<file path="config.mk">
export PLATFORM = sky130hd
export DESIGN_NAME = tfm_temp_fault
export DESIGN_NICKNAME = d
export VERILOG_FILES = /design/src/tfm_temp_fault.v
export VERILOG_INCLUDE_DIRS = /design/src /design/src/src
export SDC_FILE = /design/constraint.sdc
export NUM_CORES = 1
export LEC_CHECK = 0
export ABC_AREA = 1
export BUFFER_PORTS_ARGS = -buffer_cell sky130_fd_sc_hd__clkbuf_2
export CAP_MARGIN = 0
export CORE_MARGIN = 2
export CORE_UTILIZATION = 50
export DETAILED_ROUTE_END_ITERATION = 6
export GPL_ROUTABILITY_DRIVEN = 0
export PLACE_DENSITY = 0.7
export SLEW_MARGIN = 10
export SYNTH_ARGS = -nofsm -noshare
export SYNTH_HDL_FRONTEND = slang
export SYNTH_SLANG_ARGS = --single-unit
</file>
<file path="constraint.sdc">
create_clock -name ref_clk -period 3 [get_ports ref_clk]
set_input_delay 0 -clock ref_clk [delete_from_list [all_inputs] [get_ports ref_clk]]
set_output_delay 0 -clock ref_clk [all_outputs]
set_load 0.05 [all_outputs]
</file>
<file path="src/tfm_consts.vh">
/*
 * constants for the temperature fault manager: command codes, field
 * positions, reset values and timing counts.
 * assumes a 200 MHz ref_clk; included by bare name.
 */
`ifndef TFM_CONSTS_VH
`define TFM_CONSTS_VH

// command codes of the paged management commands
`define TFM_CMD_OT_FAULT_LIM   8'h4F
`define TFM_CMD_OT_RESP        8'h50
`define TFM_CMD_OT_WARN        8'h51
`define TFM_CMD_UT_FAULT_LIM   8'h53
`define TFM_CMD_STATUS_TEMP    8'h7D
`define TFM_PAGE_ONLY          8'h00

// reset values
`define TFM_RST_OT_RESP        8'hBC
`define TFM_RST_OT_FAULT_LIM   16'h007D
`define TFM_RST_OT_WARN        16'h006E
`define TFM_RST_UT_FAULT_LIM   16'hFFD8

// response field positions
`define TFM_ACT_HI             7
`define TFM_ACT_LO             6
`define TFM_RETRY_HI           5
`define TFM_RETRY_LO           3
`define TFM_DELAY_HI           2
`define TFM_DELAY_LO           0
`define TFM_ACT_CONTINUE       2'h0
`define TFM_ACT_DISABLE        2'h2
`define TFM_RETRY_NONE         3'h0
`define TFM_RETRY_FOREVER      3'h7
`define TFM_DELAY_MAX_CODE     3'h7

// status bit positions
`define TFM_ST_OT_FAULT        7
`define TFM_ST_OT_WARN         6
`define TFM_ST_UT_FAULT        4

// hysteresis and timing
`define TFM_HYST_DEG           16'h0005
`define TFM_CLK_MHZ            200
`define TFM_MS_CYCLES          (`TFM_CLK_MHZ * 1000)
`define TFM_RETRY_STEP_MS      25
`define TFM_RETRY_MAX_MS       175

`endif

</file>
<file path="src/tfm_temp_fault.v">
/*
 * temperature fault manager: holds over-temperature response, fault,
 * warning and under-temperature thresholds, compares each temperature
 * sample and drives the alert pin and output enable with timed retry.
 * assumes a register port from the management-bus engine on ref_clk,
 * samples and run commands from same-clock logic.
 */
// Contract
// [RQ1] over-temp fault clears only when temperature is 5 C below threshold.
// [RQ2] action 00 continues regulation; 10 disables output and applies retry.
// [RQ3] any over-temp fault pulls alert low and sets status bit.
// [RQ4] retry 000 keeps output off until rail restarted.
// [RQ5] retry 111 restarts endlessly until commanded off or other fault.
// [RQ6] restart spacing: 000 none, 25 ms per count, 111 gives 175 ms.
// [RQ7] warning threshold 16-bit unsigned, 1 C per count, compared directly; the code compares it as signed.
// [RQ8] under-temp threshold signed 16-bit, 1 C per count.
// [RQ9] commands are paged; only page 0x00 reaches the single output.
// [RQ10] over-temp fault threshold 16-bit, default 125 C.
// [RQ11] fault or warning when sample exceeds threshold; under-temp when below.
`timescale 1ns/1ps
`include "tfm_consts.vh"

module tfm_temp_fault #(
	parameter MS_CYCLES = `TFM_MS_CYCLES
) (
	// clock and reset
	input  wire        ref_clk,
	input  wire        sys_rst,
	// register port from bus engine
	input  wire        reg_wr,
	input  wire        reg_rd,
	input  wire [7:0]  reg_page,
	input  wire [7:0]  reg_cmd,
	input  wire [15:0] reg_wdata,
	output reg  [15:0] reg_rdata,
	output reg         reg_ack,
	output reg         reg_nack,
	// status clear from bus engine
	input  wire        clear_faults,
	// temperature samples
	input  wire        temp_valid,
	input  wire [15:0] temp_sample,
	// rail control
	input  wire        rail_on_cmd,
	input  wire        other_fault_off,
	output wire        output_enable,
	output wire        alert_output_n,
	output wire [7:0]  temp_status
);

	localparam ST_IDLE  = 2'h0;
	localparam ST_RUN   = 2'h1;
	localparam ST_WAIT  = 2'h2;
	localparam ST_LATCH = 2'h3;

	reg  [7:0]  resp_r;
	reg  [15:0] ot_lim_r;
	reg  [15:0] warn_r;
	reg  [15:0] ut_lim_r;
	reg         ot_act_r;
	reg         warn_act_r;
	reg         ut_act_r;
	reg  [7:0]  stat_r;
	reg  [1:0]  state_r;
	reg  [1:0]  state_nxt;
	reg  [31:0] ms_cnt_r;
	reg  [7:0]  ms_left_r;
	reg         alert_r;
	wire        ms_tick;
	wire        page_ok;
	wire        ot_hit;
	wire        ot_clr;
	wire        ot_new;
	wire [15:0] ot_clr_lvl;

	// retry delay in ms from the delay field
	function [7:0] delay_ms;
		input [2:0]  code;
		reg   [31:0] prod;
		begin
			if (code == `TFM_DELAY_MAX_CODE)
				prod = `TFM_RETRY_MAX_MS;
			else
				prod = code * `TFM_RETRY_STEP_MS;
			// largest value is 175, so the low byte holds it whole
			delay_ms = prod[7:0];
		end
	endfunction

	////////////////////////////////////////////////////////////////////
	// register access

	// [RQ9] page check
	assign page_ok = (reg_page == `TFM_PAGE_ONLY);

	// [RQ7] [RQ8] [RQ10] threshold storage, writes on page 0 only
	always @(posedge ref_clk) begin
		if (sys_rst) begin
			resp_r   <= `TFM_RST_OT_RESP;
			ot_lim_r <= `TFM_RST_OT_FAULT_LIM;
			warn_r   <= `TFM_RST_OT_WARN;
			ut_lim_r <= `TFM_RST_UT_FAULT_LIM;
		end else if (reg_wr && page_ok) begin
			case (reg_cmd)
				`TFM_CMD_OT_RESP:      resp_r   <= reg_wdata[7:0];
				`TFM_CMD_OT_FAULT_LIM: ot_lim_r <= reg_wdata;
				`TFM_CMD_OT_WARN:      warn_r   <= reg_wdata;
				`TFM_CMD_UT_FAULT_LIM: ut_lim_r <= reg_wdata;
				default: ;
			endcase
		end
	end

	// read data and ack one cycle after request; wrong page, or unknown code on a read, nacks
	always @(posedge ref_clk) begin
		if (sys_rst) begin
			reg_rdata <= 16'h0000;
			reg_ack   <= 1'b0;
			reg_nack  <= 1'b0;
		end else begin
			reg_ack  <= 1'b0;
			reg_nack <= 1'b0;
			if (reg_wr || reg_rd) begin
				reg_ack  <= page_ok;
				reg_nack <= ~page_ok;
				if (reg_rd && page_ok) begin
					case (reg_cmd)
						`TFM_CMD_OT_RESP:      reg_rdata <= {8'h00, resp_r};
						`TFM_CMD_OT_FAULT_LIM: reg_rdata <= ot_lim_r;
						`TFM_CMD_OT_WARN:      reg_rdata <= warn_r;
						`TFM_CMD_UT_FAULT_LIM: reg_rdata <= ut_lim_r;
						`TFM_CMD_STATUS_TEMP:  reg_rdata <= {8'h00, stat_r};
						default: begin
							reg_rdata <= 16'h0000;
							reg_ack   <= 1'b0;
							reg_nack  <= 1'b1;
						end
					endcase
				end
			end
		end
	end

	////////////////////////////////////////////////////////////////////
	// threshold compare

	// [RQ11] strict compare against each limit
	assign ot_hit     = temp_valid && ($signed(temp_sample) > $signed(ot_lim_r));
	// [RQ1] clear level is threshold minus hysteresis
	assign ot_clr_lvl = ot_lim_r - `TFM_HYST_DEG;
	assign ot_clr     = temp_valid && ($signed(temp_sample) <= $signed(ot_clr_lvl));
	assign ot_new     = ot_hit && !ot_act_r;

	// active conditions; warn and under-temp clear without hysteresis
	always @(posedge ref_clk) begin
		if (sys_rst) begin
			ot_act_r   <= 1'b0;
			warn_act_r <= 1'b0;
			ut_act_r   <= 1'b0;
		end else if (temp_valid) begin
			// [RQ1] held until hysteresis band is left
			if (ot_hit)
				ot_act_r <= 1'b1;
			else if (ot_clr)
				ot_act_r <= 1'b0;
			// [RQ7] warning uses limit directly
			warn_act_r <= ($signed(temp_sample) > $signed(warn_r));
			// [RQ8] signed under-temp compare
			ut_act_r   <= ($signed(temp_sample) < $signed(ut_lim_r));
		end
	end

	// [RQ3] sticky status and alert; a new over-temp event beats the clear
	always @(posedge ref_clk) begin
		if (sys_rst) begin
			stat_r  <= 8'h00;
			alert_r <= 1'b0;
		end else begin
			if (clear_faults) begin
				stat_r  <= 8'h00;
				alert_r <= 1'b0;
			end
			if (ot_act_r || ot_new) begin
				stat_r[`TFM_ST_OT_FAULT] <= 1'b1;
				alert_r <= 1'b1;
			end
			if (warn_act_r) begin
				stat_r[`TFM_ST_OT_WARN] <= 1'b1;
				alert_r <= 1'b1;
			end
			if (ut_act_r) begin
				stat_r[`TFM_ST_UT_FAULT] <= 1'b1;
				alert_r <= 1'b1;
			end
		end
	end

	assign alert_output_n = ~alert_r;
	assign temp_status    = stat_r;

	////////////////////////////////////////////////////////////////////
	// output control and retry

	// [RQ6] millisecond enable pulse from divider
	always @(posedge ref_clk) begin
		if (sys_rst || ms_tick)
			ms_cnt_r <= 32'h0;
		else
			ms_cnt_r <= ms_cnt_r + 32'h1;
	end
	assign ms_tick = (ms_cnt_r == MS_CYCLES - 1);

	// rail state machine
	always @* begin
		state_nxt = state_r;
		case (state_r)
			ST_IDLE:
				if (rail_on_cmd && !other_fault_off)
					state_nxt = ST_RUN;
			ST_RUN:
				if (!rail_on_cmd || other_fault_off)
					state_nxt = ST_IDLE;
				// [RQ2] only action 10 disables; 00 and unsupported codes keep running
				else if (ot_new && resp_r[`TFM_ACT_HI:`TFM_ACT_LO] == `TFM_ACT_DISABLE)
					// [RQ4] [RQ5] retry field selects latch or timed retry
					state_nxt = (resp_r[`TFM_RETRY_HI:`TFM_RETRY_LO] == `TFM_RETRY_FOREVER) ?
						ST_WAIT : ST_LATCH;
			ST_WAIT:
				// [RQ5] endless retry until commanded off or another fault
				if (!rail_on_cmd || other_fault_off)
					state_nxt = ST_IDLE;
				// [RQ6] restart once delay elapsed and fault cleared
				else if (ms_left_r == 8'h00 && !ot_act_r)
					state_nxt = ST_RUN;
			ST_LATCH:
				// [RQ4] latched off until rail is commanded off then on again
				if (!rail_on_cmd)
					state_nxt = ST_IDLE;
			default:
				state_nxt = ST_IDLE;
		endcase
	end

	// state and retry delay countdown
	always @(posedge ref_clk) begin
		if (sys_rst) begin
			state_r   <= ST_IDLE;
			ms_left_r <= 8'h00;
		end else begin
			state_r <= state_nxt;
			// [RQ6] load delay on entry to wait
			if (state_r != ST_WAIT && state_nxt == ST_WAIT)
				ms_left_r <= delay_ms(resp_r[`TFM_DELAY_HI:`TFM_DELAY_LO]);
			else if (ms_tick && ms_left_r != 8'h00)
				ms_left_r <= ms_left_r - 8'h01;
		end
	end

	assign output_enable = (state_r == ST_RUN);

endmodule

</file>
==> results.md, run 1 <==
* Synth Flop Type: dfxtp_1
* Vias in the first global route at 6787
* Worst-Margin Slew at 0.666 ns
* Fin cells at 1338
* Area Growth Syn to Fin at 18.5%
* Setup WS post-layout at 0.221 ns
* Synth Area in Adders at 11.6%
* Compound-cell area share of the yosys netlist at between 10% and 20%
* Max-cap viol count at 0
* CTS clk-pin slew, worst paths at 0.06 ns
* Final setup violation count at 0
* Yosys warns at 0
* Multi-input gate area at 4430 um^2
* H-tree levels at 4
* CTS tree: yes
* Xor and xnor fraction of the mapped netlist area at 2.78%
* Yosys cell types at 54
* Critical path startpoint category: flip-flop
* Post-detailed-route count of antenna-violating nets at 0
* Share of layout cells above drive strength 1 at 15.4%
* Reg area at 2460 um^2
* Final nets at about 1300
* Largest family of logic cells by synthesized area: simple AND/OR/NAND/NOR gates
* CP required at 3.34 ns
* Dpl hpwl at 15200 um
* CP max stage delay at 0.32 ns
* Via/cell ratio at 5.46
* Residual DRC at 0
* Area contributors post-synth: dfxtp_1 33%, ha_1 12%, nand2_1 9.0%
* Buf+Inv Stages, Crit Path at 1
* Synthesized cell area at 7560 um^2
* Layout Skew at 0.00934 ns
* Initial core utilization at roughly 52%
* Crit path kind: reg -> reg
* Routed wire per std cell at 15.4 um
* Final hold vios at 0
* Root buf cell: clkbuf_16
* Core ar. at 14600 um^2
* DIE WIDTH at 127 um
* #FFs+latches synth at 123
* Most frequent cells in the layout: 181 x nand2_1, 145 x inv_1, 123 x dfxtp_1
* Final period utilization at 92.6%
* Overall global routing resource usage at 25.8%
* Worst path cell trace: inv_1, ha_1, o21ai_0, nor3_2, nand3_1, nor2_1, nand2_1, xor2_1, ha_1, nand2_1, nor3_1, nand2_1, a21oi_1, o21ai_0, a31oi_1
* Dpl cells at 1285
* CP Capture Type: flip-flop
* Worst hold slack at 0.0567 ns
* Cells after Synth at approximately 1000
* Post-synthesis mux area share at 0%
* Cts bufs inserted at 17
* Most Frequent Cell on Critical Path: nand2_1
* Post-synthesis sequential area ratio at 32.6%
* Slew HR at between 50% and 60%
* Simple-gate share of the synthesized area at 26.4%
* Dpl ws at 0.123 ns
* Outcome: complete, no violations
* Most common cell after layout, fill and taps aside: nand2_1
* Die area at ~16000 um^2
* Tmin final at 2.78 ns
* F_max at 360 MHz
* Peak VDD IR at between 300 and 400 uV
* First-pass GRT wire length at 33300 um
* PD cells at 455 nW/um^2
* Synthesized area per cell at about 7.3 um^2
* 1st-iter DRT viols at roughly 570
* Fin. max-slew vios at 0
* Critical path fanouts, max at 4
* Synth top area share at 32.6%
* Pin count of the biggest net entering global routing at 61
* Cell at the slowest stage of the critical path: dfxtp_1
* Post-synth ARST share at 0%
* Hold Path Class: in -> reg
* Total number of vias at 7312
* Initial antenna violation count at 0
* Total Routed Length at 20600 um
* Post-synth EDFFs at 0
* Worst-skew pair later-pin latency at about 0.42 ns
* Max clock buf depth at 2
* IO buf count at 78
* # rows at 44
* # IOs at 84
* Post-synth top area cell: dfxtp_1
* Total number of clock tree sinks at 123
* Gr ovfl total at 0
* Drt first pass iters at 5
* Worst Path Arrival at approximately 3.1 ns
* Leakage Power at 4.07 nW
* Diodes inserted at 0
* Crit-path leading delay family: simple AND/OR/NAND/NOR gates
* Die height at 127 um
* Fillers at approximately 1300
[tightest hold or removal path, delay by kind of cell]
| kind | cells | cell delay (ns) |
|---|---|---|
| buf+inv | 2 | 0.15 |
| simple gates | 4 | 0.27 |
[flip-flops by register name, summed over array words and instances, names as in the netlist, 2 cells and up]
signal       cells
ut_lim_r        16
reg_rdata       16
ot_lim_r        16
warn_r          16
state_r          2
temp_status      3
ms_left_r        8
ms_cnt_r        32
resp_r           8
[path summary, 6_finish.rpt]
path | from | end | slack, ns | cells after the start
worst max-delay path | ot_lim_r[1]$_SDFFE_PP0P_ | ot_act_r$_SDFFE_PP0P_ | 0.22 | 15
worst min-delay path | other_fault_off | state_r[1]$_SDFF_PP0_ | 0.06 | 6
worst max register to register | ot_lim_r[1]$_SDFFE_PP0P_ | ot_act_r$_SDFFE_PP0P_ | 0.22 | 15
worst min register to register | ms_cnt_r[0]$_SDFF_PP0_ | ms_cnt_r[0]$_SDFF_PP0_ | 0.44 | 1
[cells by family (layout without fill, tap and decap cells)]
group,count (synthesis),count (layout)
other,1,5
adder cells (fa/ha/maj),70,70
AND/OR/NAND/NOR,399,399
AO/OA/AOI/OAI,238,238
XOR/XNOR,24,24
flip-flops,123,123
buffers and inverters,185,295
[area by class of cell]
type	instances	share of cell area (%)
multi-input cells	736	49.4
repair buffers	108	7.43
flip-flops and latches	123	27.5
inverters	155	6.49
clock inverters	8	1.28
well taps	184	2.57
clock buffers	24	5.37
[cell usage after synthesis, drive strengths merged (3+ instances only)]
| library cell | instances |
|---|---|
| xor2 | 22 |
| or2 | 5 |
| clkbuf | 15 |
| nor3 | 30 |
| nand3 | 48 |
| nor4 | 17 |
| o21ai | 82 |
| nor2 | 80 |
| nand4 | 18 |
| o22ai | 7 |
| o221ai | 6 |
| o2111ai | 3 |
| a31oi | 4 |
| o211ai | 4 |
| buf | 15 |
| a21oi | 121 |
| dfxtp | 123 |
| nand2 | 188 |
| nor3b | 7 |
| inv | 155 |
| ha | 70 |
[per-stage QoR]
step	utilization (%)	power, mW	TNS, ns	instance area, um^2
after global placement	55.5	2.00	0	8120
final	61.2	4.08	0	8960
after global routing	61.2	4.21	-0.0268	8960
after detailed placement	55.5	2.00	0	8120
after floorplan	-	1.89	0	7580
after CTS	60.9	4.09	0	8920
[repair_timing]
| action | in CTS | in global routing |
|---|---|---|
| setup buffers | 0 | 1 |
| gates resized for setup | 0 | 8 |
| endpoints found under the hold margin | 62 | 0 |
| endpoints found under the setup margin | 0 | 1 |
| hold buffers | 20 | 0 |
[power by group]
part | leakage [nW] | internal [mW] | switching (mW)
combinational | 2.78 | 0.118 | 0.215
clock | 0.298 | 1.37 | 0.722
sequential | 0.994 | 1.65 | 0.0115
total | 4.07 | 3.13 | 0.948
[layer usage]
layer / GRT usage [%] / vias up / part of all wire [%]
met5: 0 / - / 0
met3: 5.74 / 45 / 6.9
met2: 41.4 / 255 / 44
met1: 34.1 / 3335 / 46
met4: 10.2 / 0 / 2.7
li1: - / 3677 / -
Note: power is estimated with default switching activity, not from simulation.
==> run 2: changes to the inputs <==
Settings changed: CORE_UTILIZATION 50 to 61, CTS_BUF_LIST set to sky130_fd_sc_hd__clkbuf_8, PLACE_DENSITY 0.7 to 0.83.
==> run 2 against run 1 <==
Effect of this change: power shrank 10%; non-clock buffer count increased by 3; flip-flop and latch count did not move; setup slack got worse by 0.030 ns; global-route usage rose by 6.7 points; critical endpoint unchanged.
==> results.md, run 2 (same netlist as run 1, synthesis figures left out) <==
* Outcome: complete, no violations
* PD cells at 414 nW/um^2 (-9.0%)
* Max clock buf depth at 2 (unchanged)
* Leakage Power at 4.00 nW (-1.7%)
* Peak VDD IR at 324 uV (-13%)
* Overall global routing resource usage at 32.6% (+6.7 points)
* Final setup violation count at 0 (unchanged)
* Worst Path Arrival at 3.15 ns (+0.03 ns)
* CTS tree: yes
* CP required at 3.34 ns (about the same)
* Layout Skew at 0.0120 ns (+0.00261 ns)
* Slew HR at 51.4% (-4.2 points)
* Post-detailed-route count of antenna-violating nets at 0 (unchanged)
* Share of layout cells above drive strength 1 at 15.7% (+0.31 points)
* Initial antenna violation count at 0 (unchanged)
* Crit path kind: reg -> reg
* CTS clk-pin slew, worst paths at 0.07 ns (about the same)
* Pin count of the biggest net entering global routing at 61 (unchanged)
* Final nets at 1270 (+0.24%)
* Multi-input gate area at 4430 um^2 (about the same)
* Dpl hpwl at 15000 um (-1.5%)
* Max FFs per register at 32 (unchanged)
* Root buf cell: clkbuf_8
* IO buf count at 78 (unchanged)
* # IOs at 84 (unchanged)
* Fin. max-slew vios at 0 (unchanged)
* Total number of clock tree sinks at 123 (unchanged)
* Via/cell ratio at 5.68 (+3.9%)
* Cts bufs inserted at 17 (unchanged)
* Final hold vios at 0 (unchanged)
* DIE WIDTH at 115 um (-9.2%)
* H-tree levels at 4 (unchanged)
* Most common cell after layout, fill and taps aside: nand2_1
* Area Growth Syn to Fin at 16.6%
* Fillers at 953 (-29%)
* Total number of vias at 7523 (+2.9%)
* Tmin final at 2.81 ns (+0.0296 ns)
* Critical path startpoint category: flip-flop
* Biggest register: ms_cnt_r
* F_max at 356 MHz (-1.1%)
* Final period utilization at 93.6% (+0.99 points)
* Diodes inserted at 0 (unchanged)
* Die height at 115 um (-9.2%)
* Core ar. at 12100 um^2 (-18%)
* Hold Path Class: in -> reg
* Post-placement cell area at 8090 um^2 (-0.34%)
* Initial core utilization at 62.7% (+11 points)
* Worst hold slack at 0.0256 ns (-0.0311 ns)
* Max-cap viol count at 0 (unchanged)
* Gr ovfl total at 0 (unchanged)
* Worst-skew pair later-pin latency at 0.46 ns (+0.04 ns)
* Residual DRC at 0 (unchanged)
* First-pass GRT wire length at 34000 um (+2.1%)
* # rows at 40 (-9.1%)
* Reg area at 2460 um^2 (unchanged)
* Total Routed Length at 20800 um (+0.83%)
* Final cell area excluding filler cells at 8820 um^2 (-1.6%)
* Drt first pass iters at 5 (unchanged)
* Most frequent cells in the layout: 181 x nand2_1, 144 x inv_1, 123 x dfxtp_1
* Die area at 13300 um^2 (-17%)
* Util after Layout at 73.1% (+12 points)
* Worst-Margin Slew at 0.723 ns (+0.0564 ns)
* Critical path fanouts, max at 5 (+1)
* Vias in the first global route at 7242 (+6.7%)
* Routed wire per std cell at 15.7 um (+1.8%)
* 1st-iter DRT viols at 684 (+20%)
* CP Capture Type: flip-flop
-- run 2: changes by cell type in the layout (fill, tap and decap cells not counted), moves of 2 or more --
cell           previous run  this run
clkbuf_1                  4         0
clkbuf_16                17         0
clkbuf_8                  3        20
clkinv_2                  5         3
clkinvlp_4                0         3
dlygate4sd3_1            20        23
inv_2                    10        12
nor3_2                    7         5
-- run 2: layer usage --
| metal | vias up | GRT usage (%) | share of wire, % | routed length [um] |
|---|---|---|---|---|
| met5 | - | 0 | 0 | 0 |
| met4 | 0 | 17.4 | 4.2 | 879 |
| met3 | 82 | 7.22 | 8.0 | 1660 |
| met2 | 334 | 52.1 | 45 | 9340 |
| met1 | 3425 | 41.0 | 43 | 8930 |
| li1 | 3682 | - | - | - |
-- run 2: critical path: stages, from the launching register on --
cell and delay (ns):
dfxtp_1 0.33, inv_2 0.10, a21oi_2 0.09, nor3_2 0.29
nand3_2 0.17, nor4_4 0.35, nand3_2 0.18, nor3_4 0.15
xor2_1 0.16, inv_1 0.06, ha_1 0.31, nand2_1 0.08
nor3_1 0.14, a32oi_1 0.11, o21ai_0 0.10, a31oi_1 0.10
-- run 2: repair_timing --
item	4_1_cts	5_1_grt
resized for setup	0	10
endpoints found under the hold margin	65	0
setup buffers	0	2
setup endpoints to repair	0	1
hold buffers	23	0
-- run 2: layout make-up --
| type | count | share of cell area [%] |
|---|---|---|
| Multi-Input combinational cell | 736 | 50.2 |
| Sequential cell | 123 | 27.9 |
| Timing Repair Buffer | 111 | 7.89 |
| Inverter | 155 | 6.59 |
| Clock buffer | 20 | 3.12 |
| Tap cell | 168 | 2.38 |
| Clock inverter | 12 | 1.93 |
-- run 2: where the power goes --
part           switching (mW)  leakage [nW]  internal [mW]  total [mW]
sequential             0.0124         0.994           1.65        1.66
combinational           0.218          2.79          0.120       0.339
clock                   0.693         0.222          0.964        1.66
total                   0.923          4.00           2.73        3.65
-- run 2: path summary, 6_finish.rpt --
check | slack, ns | end | depth (start not counted) | from
max | 0.19 | ot_act_r$_SDFFE_PP0P_ | 15 | ot_lim_r[0]$_SDFFE_PP1P_
min | 0.03 | state_r[0]$_SDFF_PP0_ | 4 | other_fault_off
max reg2reg | 0.19 | ot_act_r$_SDFFE_PP0P_ | 15 | ot_lim_r[0]$_SDFFE_PP1P_
min reg2reg | 0.45 | ms_cnt_r[0]$_SDFF_PP0_ | 1 | ms_cnt_r[0]$_SDFF_PP0_
-- run 2: through the flow --
step                cells  setup slack, ns  TNS, ns  total power, mW
global route         1325          -0.0435  -0.0435             3.77
global placement     1268            0.330        0             1.99
finish               1325            0.192        0             3.65
detailed placement   1268            0.172        0             2.00
CTS                  1323           0.0778        0             3.65
floorplan            1044            0.585        0             1.89
==> run 3: changes to the inputs <==
Settings changed: BUFFER_PORTS_ARGS -buffer_cell sky130_fd_sc_hd__clkbuf_2 to -buffer_cell sky130_fd_sc_hd__buf_2.
==> run 3 against run 2 <==
Effect of this change: non-clock buffer count shrank 3; critical path depth is the same; first-iteration DRC count shrank 0.44%; utilization shrank 0.35 points.
==> results.md, run 3 (same netlist as run 1, synthesis figures left out) <==
* CTS clk-pin slew, worst paths at 0.08 ns (about the same)
* Worst-Margin Slew at 0.692 ns (-0.0304 ns)
* PD cells at 414 nW/um^2 (about the same)
* Total number of clock tree sinks at 123 (unchanged)
* Cts bufs inserted at 17 (unchanged)
* Gr ovfl total at 0 (unchanged)
* Vias in the first global route at 7161 (-1.1%)
* Via/cell ratio at 5.64 (-0.60%)
* Final cell area excluding filler cells at 8780 um^2 (-0.48%)
* Drt first pass iters at 5 (unchanged)
* Worst hold slack at 0.0552 ns (+0.0296 ns)
* Util after Layout at 72.8% (-0.35 points)
* Overall global routing resource usage at 32.5% (-0.036 points)
* CP required at 3.40 ns (+0.06 ns)
* Final setup violation count at 0 (unchanged)
* Final hold vios at 0 (unchanged)
* Final nets at 1267 (-0.24%)
* Initial antenna violation count at 0 (unchanged)
* First-pass GRT wire length at 34100 um (+0.33%)
* Max FFs per register at 32 (unchanged)
* # rows at 40 (unchanged)
* Final setup TNS at 0 ns (unchanged)
* Most common cell after layout, fill and taps aside: nand2_1
* Initial core utilization at 62.7% (unchanged)
* Max-cap viol count at 0 (unchanged)
* CTS tree: yes
* Fin cells at 1322 (-0.23%)
* Total number of vias at 7461 (-0.82%)
* Outcome: complete, no violations
* Post-placement cell area at 8090 um^2 (unchanged)
* H-tree levels at 4 (unchanged)
* Diodes inserted at 0 (unchanged)
* Post-detailed-route count of antenna-violating nets at 0 (unchanged)
* Peak VDD IR at 557 uV (+72%)
* Die area at 13300 um^2 (unchanged)
* # IOs at 84 (unchanged)
* CP Capture Type: flip-flop
* Routed wire per std cell at 15.6 um (-0.64%)
* Dpl ws at 0.160 ns (-0.0119 ns)
* Worst-skew pair later-pin latency at 0.46 ns (about the same)
* Layout Skew at 0.00871 ns (-0.00324 ns)
* Leakage Power at 4.00 nW (-0.19%)
* Crit path kind: reg -> reg
* Share of layout cells above drive strength 1 at 15.3% (-0.48 points)
* Root buf cell: clkbuf_8
* DIE WIDTH at 115 um (unchanged)
* Pin count of the biggest net entering global routing at 61 (unchanged)
* IO buf count at 78 (unchanged)
* Setup WS post-layout at 0.182 ns (-0.00965 ns)
* Tot Pwr at 3.64 mW (-0.44%)
* Biggest register: ms_cnt_r
* Final period utilization at 93.9% (+0.32 points)
* Core ar. at 12100 um^2 (unchanged)
* Hold Path Class: in -> reg
* 1st-iter DRT viols at 681 (-0.44%)
* Max clock buf depth at 2 (unchanged)
* Dpl cells at 1268 (unchanged)
* F_max at 355 MHz (-0.34%)
* Slew HR at 53.8% (+2.5 points)
* Area Growth Syn to Fin at 16.1%
* Tmin final at 2.82 ns (+0.00965 ns)
* Worst Path Arrival at 3.21 ns (+0.06 ns)
* Dpl hpwl at 15000 um (+0.53%)
* Residual DRC at 0 (unchanged)
* Total Routed Length at 20600 um (-0.86%)
* Most frequent cells in the layout: 181 x nand2_1, 146 x inv_1, 123 x dfxtp_1
* Critical path fanouts, max at 5 (unchanged)
* Fin. max-slew vios at 0 (unchanged)
* Die height at 115 um (unchanged)
* Critical path startpoint category: flip-flop
[run 3: repair_timing]
item	CTS	global route
endpoints found under the setup margin	0	1
buffers inserted	0	0
hold endpoints to repair	65	0
hold buffers	22	0
resized for setup	0	4
[run 3: where the power goes]
part	switching (mW)	total (mW)	internal (mW)
logic	0.217	0.337	0.119
clock network	0.715	1.64	0.928
registers	0.0123	1.66	1.65
[run 3: layer usage]
layer  vias up  share of wire, %  track usage [%]  wire length, um
met1      3392                44             42.5             9070
met4         0               3.0             14.2              612
met5         -                 0                0                0
met2       330                45             52.5             9350
met3        59               7.7             6.17             1600
li1       3680                 -                -                -
[run 3: area by class of cell]
type	count	area, um^2
Clock inverter	14	195
Clock buffer	18	248
Inverter	155	582
Tap cell	168	210
Timing Repair Buffer	108	671
Multi-Input combinational cell	736	4410
Fill cell	983	3280
Sequential cell	123	2460
[run 3: final timing paths]
check / from / endpoint / slack, ns / cells past startpoint
setup / recovery: ot_lim_r[0]$_SDFFE_PP1P_ / ot_act_r$_SDFFE_PP0P_ / 0.18 / 15
hold / removal: reg_page[6] / reg_nack$_SDFF_PP0_ / 0.06 / 6
setup reg to reg: ot_lim_r[0]$_SDFFE_PP1P_ / ot_act_r$_SDFFE_PP0P_ / 0.18 / 15
hold reg to reg: warn_r[10]$_SDFFE_PP0P_ / warn_r[10]$_SDFFE_PP0P_ / 0.46 / 2
[run 3: critical path: stages (launching register included)]
cell and delay (ns):
dfxtp_1 0.31, inv_1 0.14, ha_1 0.21, o21ai_0 0.21
nor3_2 0.26, nand3_1 0.17, nor2_1 0.17, nand2_1 0.08
xor2_1 0.15, ha_1 0.30, nand2_1 0.06, nor3_1 0.25
nand2_1 0.10, a21oi_1 0.12, o21ai_0 0.09, a31oi_1 0.13
